--- config.mk ---
export PLATFORM = sky130hd
export DESIGN_NAME = adcacc_ctrl
export DESIGN_NICKNAME = d
export VERILOG_FILES = /design/src/include/adcacc_pkg.sv /design/src/design/adcacc_ctrl.sv
export SDC_FILE = /design/constraint.sdc
export NUM_CORES = 1
export LEC_CHECK = 0
export ABC_AREA = 1
export ABC_CLOCK_PERIOD_IN_PS = 4500
export BUFFER_PORTS_ARGS = -buffer_cell sky130_fd_sc_hd__buf_2
export CORE_MARGIN = 2
export CORE_UTILIZATION = 39
export DETAILED_ROUTE_END_ITERATION = 8
export PLACE_DENSITY = 0.62
export SLEW_MARGIN = 5
export SYNTH_ARGS = -nofsm -noshare
export SYNTH_HDL_FRONTEND = slang
export SYNTH_SLANG_ARGS = --single-unit
--- constraint.sdc ---
create_clock -name mclk_i -period 4.5 [get_ports mclk_i]
set_clock_uncertainty 0.05 [all_clocks]
set_input_delay 0.45 -clock mclk_i [delete_from_list [all_inputs] [get_ports mclk_i]]
set_output_delay 0.45 -clock mclk_i [all_outputs]
set_load 0.05 [all_outputs]
--- src/include/adcacc_pkg.sv ---
`default_nettype none
package adcacc_pkg;
  // ==========================================================
  // Register map
  localparam logic [7:0] ADDR_ACC_CFG   = 8'hBA;
  localparam logic [7:0] ADDR_CONV_CFG  = 8'hBC;
  localparam logic [7:0] ADDR_RES_LOW   = 8'hBD;
  localparam logic [7:0] ADDR_RES_HIGH  = 8'hBE;
  localparam logic [7:0] RST_ACC_CFG    = 8'h00;
  localparam logic [7:0] RST_CONV_CFG   = 8'hF8;
  // ==========================================================
  // Field positions
  localparam int DIV_MSB   = 7;
  localparam int DIV_LSB   = 3;
  localparam int EIGHT_BIT = 2;
  localparam int TRACK_BIT = 1;
  localparam int GAIN_BIT  = 0;
  localparam int TWELVE_BIT = 7;
  localparam int ACCUM_BIT = 6;
  localparam int SJ_MSB    = 5;
  localparam int SJ_LSB    = 3;
  localparam int RPT_MSB   = 2;
  localparam int RPT_LSB   = 0;
  localparam logic [2:0] SJ_LEFT = 3'h4;
  // ==========================================================
  // Timing
  localparam logic [1:0] TRACK_DELAY_CLKS = 2'h3;
  localparam int LPO_FREQ_MHZ = 20;

  typedef enum logic [1:0] {
    ADCACC_IDLE  = 2'b00,
    ADCACC_TRACK = 2'b01,
    ADCACC_CONV  = 2'b10
  } adcacc_state_t;

  typedef struct packed {
    logic        start;
    logic [11:0] code;
  } adcacc_core_t;
endpackage
`default_nettype wire
--- src/design/adcacc_ctrl.sv ---
`default_nettype none
module adcacc_ctrl
  import adcacc_pkg::*;
(
  input  wire logic        mclk_i,
  input  wire logic        sys_rst_i,
  input  wire logic        lpo_clk_en_i,
  input  wire logic        burst_mode_enable_i,
  input  wire logic        conv_start_i,
  input  wire logic        done_clear_i,
  input  wire logic        sfr_wr_i,
  input  wire logic        sfr_rd_i,
  input  wire logic [7:0]  sfr_addr_i,
  input  wire logic [7:0]  sfr_wdata_i,
  output logic      [7:0]  sfr_rdata_o,
  output logic             conversion_clock_o,
  output logic             core_start_o,
  output logic             core_track_o,
  output logic             eight_bit_select_o,
  output logic             twelve_bit_select_o,
  output logic             input_gain_select_o,
  input  wire logic        core_done_i,
  input  wire logic [11:0] core_code_i,
  output logic             conversion_done_flag_o,
  output logic             busy_o
);
  logic [7:0]    conv_cfg_q;
  logic [7:0]    acc_cfg_q;
  logic [15:0]   accum_q;
  logic [4:0]    div_cnt_q;
  logic          sar_clk_q;
  logic          sar_tick;
  logic          src_tick;
  adcacc_state_t state_q;
  logic [1:0]    trk_cnt_q;
  logic [6:0]    conv_left_q;
  logic          done_q;
  logic [15:0]   fmt_data;

  function automatic logic [6:0] rpt_count(input logic [2:0] f);
    case (f)
      3'h1:    rpt_count = 7'h04;
      3'h2:    rpt_count = 7'h08;
      3'h3:    rpt_count = 7'h10;
      3'h4:    rpt_count = 7'h20;
      3'h5:    rpt_count = 7'h40;
      default: rpt_count = 7'h01;
    endcase
  endfunction

  // ==========================================================
  // Registers
  always_ff @(posedge mclk_i or posedge sys_rst_i) begin
    if (sys_rst_i) begin
      conv_cfg_q <= RST_CONV_CFG;
      acc_cfg_q  <= RST_ACC_CFG;
    end else if (sfr_wr_i) begin
      if (sfr_addr_i == ADDR_CONV_CFG) begin
        conv_cfg_q <= sfr_wdata_i;
      end else if (sfr_addr_i == ADDR_ACC_CFG) begin
        acc_cfg_q <= sfr_wdata_i;
      end
    end
  end

  // ==========================================================
  // Conversion clock
  // Source select
  assign src_tick = burst_mode_enable_i ? lpo_clk_en_i : 1'b1;
  always_ff @(posedge mclk_i or posedge sys_rst_i) begin
    if (sys_rst_i) begin
      div_cnt_q <= 5'h00;
      sar_clk_q <= 1'b0;
    end else if (src_tick) begin
      if (div_cnt_q >= conv_cfg_q[DIV_MSB:DIV_LSB]) begin
        div_cnt_q <= 5'h00;
        sar_clk_q <= 1'b1;
      end else begin
        div_cnt_q <= div_cnt_q + 5'h01;
        sar_clk_q <= 1'b0;
      end
    end else begin
      sar_clk_q <= 1'b0;
    end
  end
  assign sar_tick           = sar_clk_q;
  assign conversion_clock_o = sar_clk_q;

  assign eight_bit_select_o  = conv_cfg_q[EIGHT_BIT];
  assign twelve_bit_select_o = acc_cfg_q[TWELVE_BIT];
  assign input_gain_select_o = conv_cfg_q[GAIN_BIT];

  // ==========================================================
  // Sequencer
  always_ff @(posedge mclk_i or posedge sys_rst_i) begin
    if (sys_rst_i) begin
      state_q     <= ADCACC_IDLE;
      trk_cnt_q   <= 2'h0;
      conv_left_q <= 7'h00;
    end else begin
      case (state_q)
        ADCACC_IDLE: begin
          if (conv_start_i) begin
            conv_left_q <= burst_mode_enable_i ? rpt_count(acc_cfg_q[RPT_MSB:RPT_LSB]) : 7'h01;
            trk_cnt_q   <= 2'h0;
            state_q     <= conv_cfg_q[TRACK_BIT] ? ADCACC_TRACK : ADCACC_CONV;
          end
        end
        ADCACC_TRACK: begin
          if (sar_tick) begin
            if (trk_cnt_q == TRACK_DELAY_CLKS - 2'h1) begin
              state_q <= ADCACC_CONV;
            end else begin
              trk_cnt_q <= trk_cnt_q + 2'h1;
            end
          end
        end
        ADCACC_CONV: begin
          if (core_done_i) begin
            conv_left_q <= conv_left_q - 7'h01;
            trk_cnt_q   <= 2'h0;
            if (conv_left_q == 7'h01) begin
              state_q <= ADCACC_IDLE;
            end else if (conv_cfg_q[TRACK_BIT]) begin
              state_q <= ADCACC_TRACK;
            end
          end
        end
        default: state_q <= ADCACC_IDLE;
      endcase
    end
  end
  // Start is held while converting; the core aborts nothing mid-burst
  assign core_start_o = (state_q == ADCACC_CONV);
  assign core_track_o = (state_q != ADCACC_CONV);
  assign busy_o       = (state_q != ADCACC_IDLE);

  // ==========================================================
  // Accumulator
  always_ff @(posedge mclk_i or posedge sys_rst_i) begin
    if (sys_rst_i) begin
      accum_q <= 16'h0000;
    end else if (state_q == ADCACC_CONV && core_done_i) begin
      if (burst_mode_enable_i || acc_cfg_q[ACCUM_BIT]) begin
        accum_q <= accum_q + {4'h0, core_code_i};
      end else begin
        accum_q <= {4'h0, core_code_i};
      end
    end else if (sfr_wr_i && sfr_addr_i == ADDR_RES_HIGH) begin
      accum_q[15:8] <= sfr_wdata_i;
    end else if (sfr_wr_i && sfr_addr_i == ADDR_RES_LOW) begin
      accum_q[7:0] <= sfr_wdata_i;
    end
  end

  always_ff @(posedge mclk_i or posedge sys_rst_i) begin
    if (sys_rst_i) begin
      done_q <= 1'b0;
    end else if (state_q == ADCACC_CONV && core_done_i && conv_left_q == 7'h01) begin
      done_q <= 1'b1;
    end else if (done_clear_i) begin
      done_q <= 1'b0;
    end
  end
  assign conversion_done_flag_o = done_q;

  // ==========================================================
  // Read path
  // Read-only formatting
  always_comb begin
    case (acc_cfg_q[SJ_MSB:SJ_LSB])
      3'h1:    fmt_data = {1'b0, accum_q[15:1]};
      3'h2:    fmt_data = {2'h0, accum_q[15:2]};
      3'h3:    fmt_data = {3'h0, accum_q[15:3]};
      SJ_LEFT: fmt_data = {accum_q[11:0], 4'h0};
      default: fmt_data = accum_q;
    endcase
  end

  always_ff @(posedge mclk_i or posedge sys_rst_i) begin
    if (sys_rst_i) begin
      sfr_rdata_o <= 8'h00;
    end else if (sfr_rd_i) begin
      if (sfr_addr_i == ADDR_CONV_CFG) begin
        sfr_rdata_o <= conv_cfg_q;
      end else if (sfr_addr_i == ADDR_ACC_CFG) begin
        sfr_rdata_o <= {acc_cfg_q[7], 1'b0, acc_cfg_q[5:0]};
      end else if (sfr_addr_i == ADDR_RES_HIGH) begin
        sfr_rdata_o <= fmt_data[15:8];
      end else if (sfr_addr_i == ADDR_RES_LOW) begin
        sfr_rdata_o <= fmt_data[7:0];
      end else begin
        sfr_rdata_o <= 8'h00;
      end
    end
  end
endmodule // adcacc_ctrl
`default_nettype wire

**Yosys cells after proc, flatten, opt, wreduce, memory -nomap -nowiden**

Index checks and enable logic that the tools add are counted.

- Bits in registers: 58
- Output and inout bits: 16
- Bits of input ports: 37

- Equality and inequality tests: 25
- Add/subtract/negate cells: 4
- $lt $le $gt $ge: 1
- Mux-type cells: 34
- Reduce and logical (&&, ||, !) cells: 18
- Bitwise logic cells: 1

Operators with widths:

| kind | count |
|---|---|
| 16-bit case mux with 4 select lines | 1 |
| 8-bit two-way mux | 7 |
| 7-bit case mux with 5 select lines | 1 |
| 8-bit == test, second input constant | 4 |
| 16-bit two-way mux | 2 |
| 2-bit two-way mux | 11 |
| 7-bit two-way mux | 3 |
| 16-bit by 12-bit adder with 16-bit output | 1 |
| 7-bit case mux with 2 select lines | 1 |
| 3-bit by 2-bit == test with 1-bit output, second input constant | 4 |
| 2-bit inequality test, second input constant | 6 |
| 2-bit case mux with 3 select lines | 2 |
| 5-bit AND reduction | 2 |
| 2-bit nonzero test | 5 |
| 3-bit == test, second input constant | 3 |
| 7-bit by 1-bit == test with 1-bit output, second input constant | 1 |
| 7-bit by 1-bit subtractor with 7-bit output, second input constant | 1 |
| 3-bit by 1-bit == test with 1-bit output, second input constant | 2 |
| 3-bit AND reduction | 2 |
| 5-bit by 1-bit adder with 5-bit output, second input constant | 1 |
| 5-bit greater-or-equal comparator | 1 |
| 1-bit two-way mux | 5 |
| 5-bit two-way mux | 1 |
| 2-bit == test, second input constant | 2 |
| 10 further kinds | 14 |

**Depth between registers and ports, before layout**

- Depth in word-level cells: 6
- Depth in mapped cells: 13

**Least setup slack after synthesis**

OpenSTA, ideal clock, no wires.

- Kind: input to register
- From: in core_code_i[0]
- To: reg accum_q[8]
- Buffers on the path: 0
- Arrival: 1.659 ns
- Stages on the path: 8
- Path slack: 2.665 ns
- Data required time: 4.324 ns
- Cell sequence: ha_1 -> fa_1 -> nand3_1 -> nand3_1 -> nand2_1 -> a21oi_1 -> o21ai_0 -> a21oi_1

- Cells in the longest elaborated chain, start to end: 3

RTL lines:

| item | line | text |
|---|---|---|
| from (decl) | adcacc_ctrl.sv:23 | `input wire logic [11:0] core_code_i,` |
| 16-bit by 12-bit adder with 16-bit output | adcacc_ctrl.sv:145 | `accum_q <= accum_q + {4'h0, core_code_i};` |
| 16-bit two-way mux | adcacc_ctrl.sv:144 | `if (burst_mode_enable_i \|\| acc_cfg_q[ACCUM_BIT]) begin` |
| 16-bit two-way mux | adcacc_ctrl.sv:143 | `end else if (state_q == ADCACC_CONV && core_done_i) begin` |
| to (signal assigned) | adcacc_ctrl.sv:145 |  |
| to (signal assigned) | adcacc_ctrl.sv:147 | `accum_q <= {4'h0, core_code_i};` |
| to (signal assigned) | adcacc_ctrl.sv:150 | `accum_q[15:8] <= sfr_wdata_i;` |
| to (decl) | adcacc_ctrl.sv:29 | `logic [15:0] accum_q;` |

No other way between the ends.
A chain may end at the register's enable or synchronous reset.

**Worst setup path in the final report**

- From: reg accum_q[8]
- To: reg accum_q[13]

- Cells in the longest elaborated chain, start to end: 3

RTL lines:

| item | line |
|---|---|
| 16-bit by 12-bit adder with 16-bit output | adcacc_ctrl.sv:145 |
| 16-bit two-way mux | adcacc_ctrl.sv:144 |
| 16-bit two-way mux | adcacc_ctrl.sv:143 |

No other way between the ends.

==> results.cfg <==
[run_status]
outcome = finished clean

[synthesis]
yosys_warnings = 0
synthTopCellsByArea = dfrtp_1 (28%), nand2_1 (15%), nor2_1 (7.4%)
synth_ff_type = dfrtp_1
synth_top_family_by_area = simple AND/OR/NAND/NOR gates
ys_seq_elements = 58
synth_edf_count = 0
netlist_area_um2 = 4740
yosys.area.top_type = dfrtp_1
muxShareOfSynthArea_pct = 0
synth_cell_type_count = 42
syn-num-nets = 770
synth_compound_area_share_pct = 15.8
ys_seq_area_share_pct = 30.7
synthSimpleGateAreaFrac_pct = 35.8
synthAdderAreaFrac_pct = 5.96
yosysTopAreaCellShare_pct = 28.0
synthXorXnorAreaFrac_pct = 1.29
synthArstFlopShare_pct = 100
syn_avg_cell_area_um2 = 6.67
synthCells = 711

[worst_setup_path]
crit_path_top_delay_cell = dfrtp_1
critPathArrivalTime_ps = 2250
crit_path_end_kind = flip-flop
worstPathRequired_ps = 4700
worst_setup_path_start_kind = flip-flop
crit_fanout = 6
crit_chain = ha_1 -> nand2_1 -> inv_1 -> a21oi_1 -> nor2_1 -> nor2_1 -> nand2_1 -> nand2_1 -> nand3_1 -> a21oi_1
slowest_delay_ps = 490
criticalPathCategory = reg -> reg
crit_path_frequent_cell = nand2_1

[layout]
num_antenna_cells = 0
multi_input_area_um2 = 2790
nFillCells = 1240
seq_area_um2 = 1460
drive_gt1_share_pct = 15.2
area_growth_pct = 13.5
fin_nets = 818

[die]
die_w_um = 114
die_area_um2 = 13100
ios = 53
start_util_pct = 39.6
num_rows = 40
die_height_um = 114
core_um2 = 12000

[drt]
via_count = 4865
via_per_inst = 5.35
wl_per_cell_um = 15.0
drt-total-wl_mm = 13.7
drtIter0Drc = 390
drt_pass1_iterations = 5
drc_errors = 0
ant_nets = 0

[clock_tree]
cts_root_buffer = clkbuf_16
htree_levels = 3
cts_tree = built
cts_sinks = 58
cts_buffer_depth = 2
post_cts_resized = 0
ctsHoldBuffers = 0
cts.clk_slew.worst_paths_ps = 50
numCtsBuffers = 9
cts_setup_buffers = 0
clock_latency_ps = 330

[run]
maxCapViolCount = 0

[placement]
port_buffers = 52
dp_hpwl_mm = 10.7
place_congestion = 0.931

[power_and_ir_drop]
p_sw_mw = 1.36
p_sw_share_pct = 46.2
peakVddDrop_mv = 0.310
pwr-share-seq_pct = 29.6
total_power_mw = 2.95
p_comb_share_pct = 46.0
intPower_mw = 1.59
p_leak_nw = 2.68
p_clk_share_pct = 24.4
powerDensity_nw_per_um2 = 548

[sta]
clock.fmax_mhz = 489
fin_crit_ps = 2050
worst_slew_pin_slew_ps = 756
fin_crit_sh_pct = 45.5
relSlewSlack_pct = 49.6
rsz0062_at_grt = false
drv_slew = 0
hold_viol = 0
fin_tns_setup_ps = 0
finalSetupViolCount = 0

[global_route]
antenna_found_initial = 0
grt_pass1_vias = 4629
grt_overflow = 0
grt_pass1_wl_mm = 22.5
grt_usage_pct = 21.9
grt_max_degree = 59

[min_path]
hold_class = in -> reg
==> sequential cells by signal (all words and copies together), names as in the netlist <==
signal	cells
accum_q	16
div_cnt_q	5
state_q	2
conv_left_q	7
sfr_rdata_o	8
conv_cfg_q	8
trk_cnt_q	2
conversion_done_flag_o	1
acc_cfg_q	8
conversion_clock_o	1
==> kinds of logic after synthesis <==
group           after synthesis
xor+xnor                      7
flops                        58
simple gates                378
fa+ha+maj                    22
buf+inv                     114
compound gates              132
==> cell usage in the layout (no fill, tap or decap), drive strengths merged, types with 5 or more instances in the layout <==
master / synthesis / final
o22ai: 8 / 8
clkbuf: 4 / 9
ha: 21 / 21
a31oi: 6 / 6
inv: 98 / 98
nor3: 7 / 7
nand2: 194 / 194
o21ai: 73 / 73
buf: 12 / 53
o211ai: 9 / 9
nand3: 56 / 56
nor2: 97 / 97
a21oi: 31 / 31
dfrtp: 53 / 53
nand4: 17 / 17
dfstp: 5 / 5
==> synth_stat cells, types with 8 or more instances <==
cell type / count
o21ai_2: 10
o21ai_0: 47
dfrtp_1: 53
nor2_1: 94
o22ai_1: 8
nand4_1: 15
o21ai_1: 16
inv_1: 89
o211ai_1: 9
a21oi_1: 31
ha_1: 21
nand2_1: 185
inv_2: 8
nand3_1: 53
==> worst paths after layout <==
path                                     from                     end  slack, ps  depth (start not counted)
worst max-delay path               accum_q[8]             accum_q[13]       2450                         10
worst min-delay path             done_clear_i  conversion_done_flag_o        260                          2
worst max register to register     accum_q[8]             accum_q[13]       2450                         10
worst min register to register  conv_cfg_q[6]           conv_cfg_q[6]        420                          2
max in group asynchronous           sys_rst_i              accum_q[9]       3630                          3
min in group asynchronous           sys_rst_i            trk_cnt_q[0]        270                          3
==> area by class of cell <==
class	instances	share of cell area (%)
clock buffers	9	4.19
multi-input cells	539	51.9
clock inverters	6	1.54
flip-flops and latches	58	27.1
inverters	98	6.89
well taps	147	3.42
repair buffers	53	4.98
==> per-stage QoR <==
step / utilization (%) / area [um^2] / setup WS [ps] / cells / hold WS (ps)
final: 45.0 / 5380 / 2450 / 910 / 260
after detailed placement: 42.4 / 5070 / 2350 / 895 / 421
after CTS: 45.0 / 5380 / 2500 / 910 / 250
after global routing: 45.0 / 5380 / 2250 / 910 / 269
after global placement: 42.4 / 5070 / 2400 / 895 / 411
after floorplan: - / 4740 / 2580 / 711 / 402
==> critical path: cells and delay by family, from the launching register on <==
kind	cells	cell delay [ps]
flip-flops	1	490
AO/OA/AOI/OAI	2	410
adder cells (fa/ha/maj)	1	390
buffers and inverters	1	50
AND/OR/NAND/NOR	6	570
==> power groups by stage <==
stage | clock network (mW) | registers (mW) | logic (mW)
global placement | 0 | 0.868 | 1.31
global route | 0.751 | 0.890 | 1.55
floorplan | 0 | 0.808 | 1.05
CTS | 0.732 | 0.865 | 1.35
finish | 0.719 | 0.872 | 1.36
detailed placement | 0 | 0.872 | 1.34
==> layer usage <==
layer  up-vias  global-route usage, %  share of wire, %
met2       172                   34.0                44
met4         0                   8.54               2.9
met1      2237                   30.4                46
met5         -                      0                 0
met3        31                   3.86               7.0
li1       2425                      -                 -
No activity file was read; power rests on OpenSTA's default activity.
